==> config.mk <==
export PLATFORM = sky130hd
export DESIGN_NAME = multilevel_irq_ctrl
export DESIGN_NICKNAME = d
export VERILOG_FILES = /design/src/inc/irq_ctrl_pkg.sv /design/src/rtl/multilevel_irq_ctrl.sv
export SDC_FILE = /design/constraint.sdc
export NUM_CORES = 1
export LEC_CHECK = 0
export BUFFER_PORTS_ARGS = -buffer_cell sky130_fd_sc_hd__buf_2
export CORE_MARGIN = 1
export CORE_UTILIZATION = 40
export CTS_CLUSTER_DIAMETER = 40
export DETAILED_ROUTE_END_ITERATION = 7
export HOLD_SLACK_MARGIN = 0.12
export RECOVER_POWER = 25
export SLEW_MARGIN = 10
export SYNTH_ARGS = -nofsm -noshare
export SYNTH_HDL_FRONTEND = slang
export SYNTH_SLANG_ARGS = --single-unit
==> constraint.sdc <==
create_clock -name pclk -period 5.7 [get_ports pclk]
set_input_delay 1.14 -clock pclk [delete_from_list [all_inputs] [get_ports pclk]]
set_output_delay 1.14 -clock pclk [all_outputs]
set_load 0.05 [all_outputs]
==> src/inc/irq_ctrl_pkg.sv <==
// constants, register map and state type of the multilevel interrupt controller
// assumes: single pclk domain, registers reached over APB with 32-bit data
package irq_ctrl_pkg;

   // ----------------------------------------------------------------
   // source counts and vector numbering
   // ----------------------------------------------------------------
   localparam int NUM_SRC = 8;
   localparam int NUM_NMI = 2;
   localparam logic [7:0] RESET_VEC = 8'h00;
   localparam logic [7:0] NMI_VEC_BASE = 8'h01;
   localparam logic [7:0] SRC_VEC_BASE = 8'h03;

   // ----------------------------------------------------------------
   // level codes
   // ----------------------------------------------------------------
   localparam logic [1:0] LVL_OFF = 2'h0;
   localparam logic [1:0] LVL_LOW = 2'h1;
   localparam logic [1:0] LVL_MED = 2'h2;
   localparam logic [1:0] LVL_HIGH = 2'h3;

   // ----------------------------------------------------------------
   // register indices (byte address is four times the index)
   // ----------------------------------------------------------------
   localparam logic [7:0] REG_STATUS_IDX = 8'h00;
   localparam logic [7:0] REG_PRIO_IDX = 8'h01;
   localparam logic [7:0] REG_CTRL_IDX = 8'h02;
   localparam logic [7:0] REG_PEND_IDX = 8'h03;
   localparam logic [7:0] REG_SRCEN_IDX = 8'h04;
   localparam logic [7:0] REG_SRCLVL_IDX = 8'h05;
   localparam logic [7:0] REG_CLRMODE_IDX = 8'h06;
   localparam logic [7:0] REG_NMIEN_IDX = 8'h07;

   // ----------------------------------------------------------------
   // field positions
   // ----------------------------------------------------------------
   localparam int CTRL_RR_BIT = 7;
   localparam int CTRL_HIGH_BIT = 2;
   localparam int CTRL_MED_BIT = 1;
   localparam int CTRL_LOW_BIT = 0;
   localparam int STATUS_NMI_BIT = 7;
   localparam int CLRMODE_ACC_LSB = 8;

   // ----------------------------------------------------------------
   // values after reset
   // ----------------------------------------------------------------
   localparam logic [7:0] CTRL_RST = 8'h00;
   localparam logic [7:0] PRIO_RST = 8'h00;
   localparam logic [7:0] SRCEN_RST = 8'h00;
   localparam logic [15:0] SRCLVL_RST = 16'h0000;
   localparam logic [7:0] AUTOCLR_RST = 8'hFF;
   localparam logic [7:0] ACCCLR_RST = 8'h00;
   localparam logic [1:0] NMIEN_RST = 2'h0;

   // ----------------------------------------------------------------
   // cycle counts
   // ----------------------------------------------------------------
   localparam logic [7:0] PUSH_CYC = 8'h02;
   localparam logic [7:0] JUMP_CYC = 8'h03;
   localparam logic [7:0] WAKE_EXTRA_CYC = 8'h05;
   localparam logic [7:0] RET_CYC_NARROW = 8'h04;
   localparam logic [7:0] RET_CYC_WIDE = 8'h05;
   localparam logic [2:0] CCP_BLOCK_CYC = 3'h4;

   // ----------------------------------------------------------------
   // entry and return sequencer
   // ----------------------------------------------------------------
   typedef enum logic [2:0] {ST_IDLE, ST_WAKE, ST_PUSH, ST_JUMP, ST_RET} seq_state_t;

endpackage

==> src/rtl/multilevel_irq_ctrl.sv <==
// multilevel interrupt controller: pending flags, level arbitration, entry/return timing
// assumes: core strobes and source conditions are synchronous to pclk; APB slave
// How it works
// - each source carries a two-bit level: off, low, medium, high
// - medium preempts low handlers; high preempts medium and low handlers
// - same level: lowest vector wins unless low-level round robin is on
// - optional round robin applies only among low-level requests
// - maskable acknowledge needs global enable; acknowledge never alters it
// - acknowledge also needs the level enable and the source enable
// - each request is compared with running level; acknowledged or kept pending
// - after a return one instruction completes before the next acknowledge
// - executing flags restore prior level on interrupt return; status not saved
// - reset vector is zero; every source has its own higher vector
// - pending flag sets on its condition even while disabled
// - flags clear on vector entry, on write one, or on register read
// - pending flags are kept until the request may win
// - acknowledge is blocked while code runs from a locked section
// - a correct unlock signature blocks interrupts for four cycles
// - enabled nonmaskable sources ignore the global enable and never change it
// - nonmaskable handler is never preempted; lowest nonmaskable vector first
// - entry takes two cycles to the vector, then three to the handler
// - a multicycle instruction completes before entry starts
// - waking from sleep adds five cycles plus the wake time
// - return takes four or five cycles by program counter width
// - after a nested return the interrupted handler level resumes
// - round robin stores last low vector and gives it lowest priority
// - clearing a level enable takes effect one cycle later
// - one executing flag per level plus nonmaskable, cleared on return
//
// Design decisions made here: register access over APB and the address map.
module multilevel_irq_ctrl #(
   parameter logic [7:0] SLEEP_WAKE_CYC = 8'h06,
   parameter bit PC_WIDE = 1'b0
) (
   input wire logic pclk,
   input wire logic presetn,
   input wire logic [9:0] paddr,
   input wire logic psel,
   input wire logic penable,
   input wire logic pwrite,
   input wire logic [31:0] pwdata,
   output logic [31:0] prdata,
   output logic pready,
   output logic pslverr,
   input wire logic [irq_ctrl_pkg::NUM_SRC-1:0] irq_cond,
   input wire logic [irq_ctrl_pkg::NUM_NMI-1:0] nmi_cond,
   input wire logic core_gie,
   input wire logic core_instr_done,
   input wire logic core_irq_return_instr,
   input wire logic core_lock_exec,
   input wire logic core_ccp_unlock,
   input wire logic core_sleep,
   output logic irq_ack,
   output logic [7:0] irq_vec,
   output logic pc_load,
   output logic [15:0] vec_addr,
   output logic handler_start,
   output logic ret_done,
   output logic seq_busy
);
   localparam int N = irq_ctrl_pkg::NUM_SRC;
   localparam int RET_DLY = PC_WIDE ? 6 : 5;

   // ----------------------------------------------------------------
   // state
   // ----------------------------------------------------------------
   logic [7:0] ctrl_q, prio_q, src_en_q, autoclr_q, accclr_q;
   logic [15:0] src_lvl_q;
   logic [1:0] nmi_en_q, nmi_pend_q;
   logic [N-1:0] pend_q;
   logic [2:0] lvl_en_dly_q;
   logic [3:0] exec_q; // [3]=nonmaskable, [2]=high, [1]=medium, [0]=low
   logic after_ret_q;
   logic [2:0] ccp_cnt_q;
   irq_ctrl_pkg::seq_state_t state_q;
   logic [7:0] cnt_q, vec_q;
   logic [31:0] prdata_q;
   logic pready_q, pslverr_q, ack_q, pc_load_q, start_q, ret_done_q;

   // ----------------------------------------------------------------
   // APB slave
   // ----------------------------------------------------------------
   logic [7:0] idx;
   logic hit, wr_done, rd_done;
   logic [31:0] rd_val;
   assign idx = paddr[9:2];
   assign hit = idx <= irq_ctrl_pkg::REG_NMIEN_IDX;
   assign wr_done = psel & penable & pready_q & pwrite & hit;
   assign rd_done = psel & penable & pready_q & ~pwrite & hit;

   // read mux
   always_comb begin
      rd_val = 32'h0000_0000;
      case (idx)
         irq_ctrl_pkg::REG_STATUS_IDX: rd_val[7:0] = {exec_q[3], 4'h0, exec_q[2:0]};
         irq_ctrl_pkg::REG_PRIO_IDX: rd_val[7:0] = prio_q;
         irq_ctrl_pkg::REG_CTRL_IDX: rd_val[7:0] = ctrl_q;
         irq_ctrl_pkg::REG_PEND_IDX: rd_val[N-1:0] = pend_q;
         irq_ctrl_pkg::REG_SRCEN_IDX: rd_val[7:0] = src_en_q;
         irq_ctrl_pkg::REG_SRCLVL_IDX: rd_val[15:0] = src_lvl_q;
         irq_ctrl_pkg::REG_CLRMODE_IDX: rd_val[15:0] = {accclr_q, autoclr_q};
         irq_ctrl_pkg::REG_NMIEN_IDX: rd_val[1:0] = nmi_en_q;
         default: rd_val = 32'h0000_0000;
      endcase
   end

   // no wait state: answer in the first access cycle
   always_ff @(posedge pclk or negedge presetn) begin
      if (!presetn) begin
         pready_q <= 1'b0;
         pslverr_q <= 1'b0;
         prdata_q <= 32'h0000_0000;
      end else begin
         pready_q <= psel & ~penable;
         pslverr_q <= psel & ~penable & ~hit;
         if (psel && !penable) begin
            prdata_q <= rd_val;
         end
      end
   end

   // software-written configuration
   always_ff @(posedge pclk or negedge presetn) begin
      if (!presetn) begin
         ctrl_q <= irq_ctrl_pkg::CTRL_RST;
         src_en_q <= irq_ctrl_pkg::SRCEN_RST;
         src_lvl_q <= irq_ctrl_pkg::SRCLVL_RST;
         autoclr_q <= irq_ctrl_pkg::AUTOCLR_RST;
         accclr_q <= irq_ctrl_pkg::ACCCLR_RST;
         nmi_en_q <= irq_ctrl_pkg::NMIEN_RST;
      end else if (wr_done) begin
         case (idx)
            irq_ctrl_pkg::REG_CTRL_IDX: ctrl_q <= pwdata[7:0] & 8'h87;
            irq_ctrl_pkg::REG_SRCEN_IDX: src_en_q <= pwdata[7:0];
            irq_ctrl_pkg::REG_SRCLVL_IDX: src_lvl_q <= pwdata[15:0];
            irq_ctrl_pkg::REG_CLRMODE_IDX: begin
               autoclr_q <= pwdata[7:0];
               accclr_q <= pwdata[15:8];
            end
            irq_ctrl_pkg::REG_NMIEN_IDX: nmi_en_q <= pwdata[1:0];
            default: ;
         endcase
      end
   end

   // level enables act one cycle after the write
   always_ff @(posedge pclk or negedge presetn) begin
      if (!presetn) begin
         lvl_en_dly_q <= 3'h0;
      end else begin
         lvl_en_dly_q <= ctrl_q[2:0];
      end
   end

   // ----------------------------------------------------------------
   // pending flags
   // ----------------------------------------------------------------
   logic ack_go, ack_nmi;
   logic [2:0] ack_src;
   logic [1:0] ack_lvl;
   logic [7:0] ack_vec;

   genvar gi;
   generate
      for (gi = 0; gi < N; gi++) begin : g_pend
         logic clr;
         assign clr = (wr_done && idx == irq_ctrl_pkg::REG_PEND_IDX && pwdata[gi])
            || (ack_go && !ack_nmi && ack_src == 3'(gi) && autoclr_q[gi])
            || (rd_done && idx == irq_ctrl_pkg::REG_PEND_IDX && accclr_q[gi]);
         // set wins over any clear in the same cycle
         always_ff @(posedge pclk or negedge presetn) begin
            if (!presetn) begin
               pend_q[gi] <= 1'b0;
            end else if (irq_cond[gi]) begin
               pend_q[gi] <= 1'b1;
            end else if (clr) begin
               pend_q[gi] <= 1'b0;
            end
         end
      end
   endgenerate

   // nonmaskable flags clear on entry only
   always_ff @(posedge pclk or negedge presetn) begin
      if (!presetn) begin
         nmi_pend_q <= 2'h0;
      end else begin
         for (int k = 0; k < 2; k++) begin
            if (nmi_cond[k]) begin
               nmi_pend_q[k] <= 1'b1;
            end else if (ack_go && ack_nmi && ack_src[0] == 1'(k)) begin
               nmi_pend_q[k] <= 1'b0;
            end
         end
      end
   end

   // ----------------------------------------------------------------
   // arbitration
   // ----------------------------------------------------------------
   logic [N-1:0] elig;
   logic [3:1] lvl_found;
   logic [2:0] lvl_win [3:1];
   logic [2:0] rr_start, cand;
   logic [1:0] cur_lvl, l;
   logic [7:0] rr_off;
   logic gate;

   always_comb begin
      for (int i = 0; i < N; i++) begin
         l = src_lvl_q[2*i +: 2];
         elig[i] = pend_q[i] & src_en_q[i] & (l != irq_ctrl_pkg::LVL_OFF)
            & lvl_en_dly_q[l - 2'h1];
      end
   end

   // lowest vector first per level; low level may rotate past last served
   always_comb begin
      rr_off = prio_q - irq_ctrl_pkg::SRC_VEC_BASE;
      rr_start = 3'h0;
      if (ctrl_q[irq_ctrl_pkg::CTRL_RR_BIT] && prio_q >= irq_ctrl_pkg::SRC_VEC_BASE
          && rr_off < 8'(N)) begin
         rr_start = rr_off[2:0] + 3'h1;
      end
      lvl_found = 3'h0;
      for (int v = 1; v <= 3; v++) begin
         lvl_win[v] = 3'h0;
      end
      for (int v = 1; v <= 3; v++) begin
         for (int k = N - 1; k >= 0; k--) begin
            cand = (v == 1) ? rr_start + 3'(k) : 3'(k);
            if (elig[cand] && src_lvl_q[2*cand +: 2] == 2'(v)) begin
               lvl_found[v] = 1'b1;
               lvl_win[v] = cand;
            end
         end
      end
   end

   // running level from executing flags
   always_comb begin
      cur_lvl = 2'h0;
      if (exec_q[2]) begin
         cur_lvl = 2'h3;
      end else if (exec_q[1]) begin
         cur_lvl = 2'h2;
      end else if (exec_q[0]) begin
         cur_lvl = 2'h1;
      end
   end

   // instruction boundary with all blocking conditions lifted
   // the return edge itself never acknowledges, so its flag clear is not lost
   assign gate = state_q == irq_ctrl_pkg::ST_IDLE && core_instr_done && !ret_done_q
      && !after_ret_q && !core_lock_exec && ccp_cnt_q == 3'h0;

   // pick the winner against the running handler
   always_comb begin
      ack_go = 1'b0;
      ack_nmi = 1'b0;
      ack_src = 3'h0;
      ack_lvl = irq_ctrl_pkg::LVL_OFF;
      if (gate && !exec_q[3]) begin
         if (|(nmi_pend_q & nmi_en_q)) begin
            ack_go = 1'b1;
            ack_nmi = 1'b1;
            ack_src = (nmi_pend_q[0] & nmi_en_q[0]) ? 3'h0 : 3'h1;
         end else if (core_gie) begin
            for (int v = 1; v <= 3; v++) begin
               if (lvl_found[v] && 2'(v) > cur_lvl) begin
                  ack_go = 1'b1;
                  ack_src = lvl_win[v];
                  ack_lvl = 2'(v);
               end
            end
         end
      end
      ack_vec = ack_nmi ? irq_ctrl_pkg::NMI_VEC_BASE + {5'h00, ack_src}
         : irq_ctrl_pkg::SRC_VEC_BASE + {5'h00, ack_src};
   end

   // round-robin record of last low-level acknowledge
   always_ff @(posedge pclk or negedge presetn) begin
      if (!presetn) begin
         prio_q <= irq_ctrl_pkg::PRIO_RST;
      end else if (wr_done && idx == irq_ctrl_pkg::REG_PRIO_IDX) begin
         prio_q <= pwdata[7:0];
      end else if (ack_go && ack_lvl == irq_ctrl_pkg::LVL_LOW
                   && ctrl_q[irq_ctrl_pkg::CTRL_RR_BIT]) begin
         prio_q <= ack_vec;
      end
   end

   // ----------------------------------------------------------------
   // executing flags and return bookkeeping
   // ----------------------------------------------------------------
   always_ff @(posedge pclk or negedge presetn) begin
      if (!presetn) begin
         exec_q <= 4'h0;
      end else if (ack_go) begin
         if (ack_nmi) begin
            exec_q[3] <= 1'b1;
         end else begin
            exec_q[ack_lvl - 2'h1] <= 1'b1;
         end
      end else if (ret_done_q) begin
         // drop only the topmost flag, the interrupted level resumes
         if (exec_q[3]) begin
            exec_q[3] <= 1'b0;
         end else if (cur_lvl != 2'h0) begin
            exec_q[cur_lvl - 2'h1] <= 1'b0;
         end
      end
   end

   // one instruction must retire after a return
   always_ff @(posedge pclk or negedge presetn) begin
      if (!presetn) begin
         after_ret_q <= 1'b0;
      end else if (ret_done_q) begin
         after_ret_q <= 1'b1;
      end else if (core_instr_done) begin
         after_ret_q <= 1'b0;
      end
   end

   // block window after a protected-register unlock
   always_ff @(posedge pclk or negedge presetn) begin
      if (!presetn) begin
         ccp_cnt_q <= 3'h0;
      end else if (core_ccp_unlock) begin
         ccp_cnt_q <= irq_ctrl_pkg::CCP_BLOCK_CYC;
      end else if (ccp_cnt_q != 3'h0) begin
         ccp_cnt_q <= ccp_cnt_q - 3'h1;
      end
   end

   // ----------------------------------------------------------------
   // entry and return sequencer
   // ----------------------------------------------------------------
   always_ff @(posedge pclk or negedge presetn) begin
      if (!presetn) begin
         state_q <= irq_ctrl_pkg::ST_IDLE;
         cnt_q <= 8'h00;
         vec_q <= irq_ctrl_pkg::RESET_VEC;
         ack_q <= 1'b0;
         pc_load_q <= 1'b0;
         start_q <= 1'b0;
         ret_done_q <= 1'b0;
      end else begin
         ack_q <= 1'b0;
         pc_load_q <= 1'b0;
         start_q <= 1'b0;
         ret_done_q <= 1'b0;
         case (state_q)
            irq_ctrl_pkg::ST_IDLE: begin
               if (ack_go) begin
                  ack_q <= 1'b1;
                  vec_q <= ack_vec;
                  if (core_sleep) begin
                     state_q <= irq_ctrl_pkg::ST_WAKE;
                     cnt_q <= irq_ctrl_pkg::WAKE_EXTRA_CYC + SLEEP_WAKE_CYC - 8'h01;
                  end else begin
                     state_q <= irq_ctrl_pkg::ST_PUSH;
                     cnt_q <= irq_ctrl_pkg::PUSH_CYC - 8'h01;
                  end
               end else if (core_irq_return_instr) begin
                  state_q <= irq_ctrl_pkg::ST_RET;
                  cnt_q <= (PC_WIDE ? irq_ctrl_pkg::RET_CYC_WIDE
                            : irq_ctrl_pkg::RET_CYC_NARROW) - 8'h01;
               end
            end
            irq_ctrl_pkg::ST_WAKE: begin
               if (cnt_q == 8'h00) begin
                  state_q <= irq_ctrl_pkg::ST_PUSH;
                  cnt_q <= irq_ctrl_pkg::PUSH_CYC - 8'h01;
               end else begin
                  cnt_q <= cnt_q - 8'h01;
               end
            end
            irq_ctrl_pkg::ST_PUSH: begin
               if (cnt_q == 8'h00) begin
                  state_q <= irq_ctrl_pkg::ST_JUMP;
                  cnt_q <= irq_ctrl_pkg::JUMP_CYC - 8'h01;
                  pc_load_q <= 1'b1;
               end else begin
                  cnt_q <= cnt_q - 8'h01;
               end
            end
            irq_ctrl_pkg::ST_JUMP: begin
               if (cnt_q == 8'h00) begin
                  state_q <= irq_ctrl_pkg::ST_IDLE;
                  start_q <= 1'b1;
               end else begin
                  cnt_q <= cnt_q - 8'h01;
               end
            end
            irq_ctrl_pkg::ST_RET: begin
               if (cnt_q == 8'h00) begin
                  state_q <= irq_ctrl_pkg::ST_IDLE;
                  ret_done_q <= 1'b1;
               end else begin
                  cnt_q <= cnt_q - 8'h01;
               end
            end
            default: state_q <= irq_ctrl_pkg::ST_IDLE;
         endcase
      end
   end

   // ----------------------------------------------------------------
   // outputs
   // ----------------------------------------------------------------
   logic busy_q;
   always_ff @(posedge pclk or negedge presetn) begin
      if (!presetn) begin
         busy_q <= 1'b0;
      end else begin
         busy_q <= (state_q != irq_ctrl_pkg::ST_IDLE && !(cnt_q == 8'h00
            && (state_q == irq_ctrl_pkg::ST_JUMP || state_q == irq_ctrl_pkg::ST_RET)))
            || ack_go || (state_q == irq_ctrl_pkg::ST_IDLE && core_irq_return_instr);
      end
   end
   assign prdata = prdata_q;
   assign pready = pready_q;
   assign pslverr = pslverr_q;
   assign irq_ack = ack_q;
   assign irq_vec = vec_q;
   assign pc_load = pc_load_q;
   assign vec_addr = {7'h00, vec_q, 1'b0}; // word vectors, two words apart
   assign handler_start = start_q;
   assign ret_done = ret_done_q;
   assign seq_busy = busy_q;
endmodule

==> impl_metrics.toml <==
[cts]
ctsLongestPathBuffers = 2
cts_buffers = 17
cts_tree = "built"
cts-root-buf = "clkbuf_16"
clk_latency_ps = 420
cts.repair.resized = 0
clock-sinks = 113
cts.clk_slew.worst_paths_ps = 60
post-cts-setup-buffers = 0
htreeDepth = 4
holdBufCountCts = 0

[worst_setup_path]
cp-start-kind = "register"
cp_cell_sequence = "ha_1 > o211ai_2 > o221ai_4 > nand3_4 > ha_1 > inv_1 > nor3_1 > o22ai_1 > o21a_1 > or3_1 > and4b_4 > a21o_1 > or4_1 > o21ai_0 > nand2_1 > fa_1 > o31ai_1 > or3b_1 > a21oi_1"
rr_startpoint = "prio_q[1]"
crit_required_ps = 6040
worst_path_largest_cell_delay_ps = 540
cp.arrival_ps = 5640
crit_fanout = 8
reg2reg_setup_slack_ps = 400
cpMostUsedCell = "ha_1"
cp_slowest_cell = "dfrtp_1"
crit_path_start = "prio_q[1]"
end_kind = "register"
r2r_cells = 19
path_class = "reg2reg"

[yosys]
synthCells = 887
ys_seq_elements = 113
synth_enable_flop_cells = 0
yosys_warnings = 0
ys.flop_type = "dfrtp_1"
synthArstFlopShare_pct = 100
avgSynthCellArea_um2 = 9.11
synth_area_um2 = 8080
ys_seq_area_share_pct = 35.1
synth.distinct_cells = 104

[final_layout]
multi_input_area_um2 = 4720
area.sequential_um2 = 2840
diodes = 0
num-fill-cells = 1946
final_common_cell = "dfrtp_1"
mostFrequentLayoutCells = "dfrtp_1, nand2_1, buf_2, nor2_1, o21ai_0"
area_growth_pct = 13.4
drive_gt1_share_pct = 21.1
final_nets = 1053

[timing]
setup_viol = 0
tns_ps = 0
skew_ps = 14.2
post-route-min-period_ps = 5300
fmax_ghz = 0.189
slew_headroom_pct = -112
tightestPinTransition_ps = 3190
hold_viol = 0
finalCritPeriodShare_pct = 92.9
fin_hold_ws_ps = 405
drv_slew = 58

[floorplan]
start_util_pct = 41.1
die_x_um = 144
dieArea_um2 = 20800
core_um2 = 19700
rows = 51
die_h_um = 144
ios = 126

[grt]
grt_pass1_wl_um = 36800
grt_max_degree = 58
met1_usage_pct = 32.4
grt.busiest_layer = "met2"
overflow = 0
use_met2_pct = 37.1
grtUsageTotal_pct = 23.6
grt_pass1_vias = 6584
antenna_found_initial = 0
grtUsageMet3_pct = 3.91

[outcome]
violations = "capacitance limit, slew limit"
status = "finished, violations left"

[power]
peakVddDrop_uv = 173
powerDensity_nw_per_um2 = 263
leakagePower_nw = 4.01
p_total_mw = 2.41

[drt]
remaining_drc_errors = 0
vias = 6972
postRouteAntennaNets = 0
routed_wl_um = 23200
drt_pass1_iterations = 7
wl_per_cell_um = 18.8
viasPerCell = 5.65
drtIter0Drc = 494

[place]
hpwl_um = 17600
port_buffers = 75
gp_congestion = 0.942

[flow_run]
drv_cap = 1

[worst_hold_path]
holdCritStartpoint = "ctrl_q[0]"
min_path_cells = 0
hp-class = "reg2reg"
[through the flow]
stage                     util (%)  cells  area (um2)  worst slack (ps)
after floorplan                  -    918        8200               576
after global placement        43.5   1203        8550               413
after detailed placement      43.5   1203        8550               380
after CTS                     46.6   1235        9160               345
after global routing          46.6   1235        9170             -3.11
final                         46.6   1235        9170               404
[metal layers]
metal  wire length [um]  vias up
met5                  0        -
met4                548        0
met3               1040       32
met2              10600      216
met1              11000     3378
li1                   -     3346
[final cells by class]
| class | instances | share of cell area (%) |
|---|---|---|
| clock buffer | 18 | 4.79 |
| clock inverter | 14 | 1.94 |
| inverter | 44 | 1.83 |
| multi-input combinational | 689 | 51.5 |
| sequential | 113 | 31.0 |
| tap | 265 | 3.62 |
| timing repair buffer | 92 | 5.41 |
[worst max-delay path: cells and delay by family (launching register included)]
kind / cells / cell delay (ps)
adders and majority gates: 3 / 1300
AOI/OAI and AO/OA: 8 / 1270
DFF: 1 / 540
buffers and inverters: 1 / 190
and+or+nand+nor: 7 / 1920
[kinds of logic after synthesis]
logic type / share of synthesized area, %
AOI/OAI and AO/OA: 21.1
xor gates and xnor gates: 1.27
adders and majority gates: 5.20
buffers and inverters: 8.16
DFF: 35.1
muxes: 7.88
other: 0.0464
and+or+nand+nor: 21.2
[where the power goes]
| part | switching [mW] | total, mW | internal [mW] |
|---|---|---|---|
| Combinational | 0.272 | 0.393 | 0.121 |
| Clock | 0.408 | 1.11 | 0.703 |
| Sequential | 0.0483 | 0.904 | 0.856 |
| Total | 0.728 | 2.41 | 1.68 |
[Yosys cell counts, drive strengths merged (3+ instances only)]
| master | instances | area, um2 |
|---|---|---|
| o21ai | 60 | 300 |
| mux2i | 19 | 190 |
| a31oi | 22 | 138 |
| nor3b | 6 | 50.1 |
| inv | 44 | 168 |
| a222oi | 5 | 50.1 |
| nand2b | 11 | 71.3 |
| o31ai | 5 | 37.5 |
| nand4 | 5 | 31.3 |
| o221ai | 3 | 50.1 |
| nor3 | 20 | 111 |
| nor2b | 8 | 50.1 |
| buf | 52 | 412 |
| o22a | 3 | 26.3 |
| ha | 32 | 400 |
| dfrtp | 105 | 2630 |
| and2 | 13 | 82.6 |
| a21oi | 34 | 185 |
| a221o | 4 | 40.0 |
| a221oi | 11 | 96.3 |
| nand2 | 100 | 375 |
| clkbuf | 19 | 71.3 |
| o22ai | 3 | 18.8 |
| nand3 | 38 | 220 |
| a21o | 7 | 55.1 |
| o21a | 3 | 22.5 |
| nor4 | 7 | 101 |
| or3 | 4 | 30.0 |
| dfstp | 8 | 210 |
| a41oi | 6 | 60.1 |
| mux2 | 35 | 402 |
| or4 | 3 | 22.5 |
| and3b | 4 | 35.0 |
| nor2 | 68 | 255 |
| nand3b | 5 | 37.5 |
| o211ai | 14 | 110 |
| a211oi | 7 | 57.6 |
| and3 | 20 | 126 |
| xnor2 | 8 | 85.1 |
| a22o | 12 | 106 |
| a22oi | 11 | 82.6 |
[state kept, by name, indices dropped and copies added (netlist names), 3 cells and up]
signal and cells:
accclr_q 8, prio_q 8, prdata 16, cnt_q 8, src_lvl_q 16, pend_q 8
exec_q 4, ccp_cnt_q 3, lvl_en_dly_q 3, state_q 3, autoclr_q 8, ctrl_q 4
irq_vec 4, src_en_q 8
[path summary, 6_finish.rpt]
| check | to |
|---|---|
| max | prio_q[2] |
| min | lvl_en_dly_q[0] |
| max reg2reg | prio_q[2] |
| min reg2reg | lvl_en_dly_q[0] |
| max in group asynchronous | prdata[4] |
| min in group asynchronous | irq_vec[0] |
(Power assumes the default switching activity.)
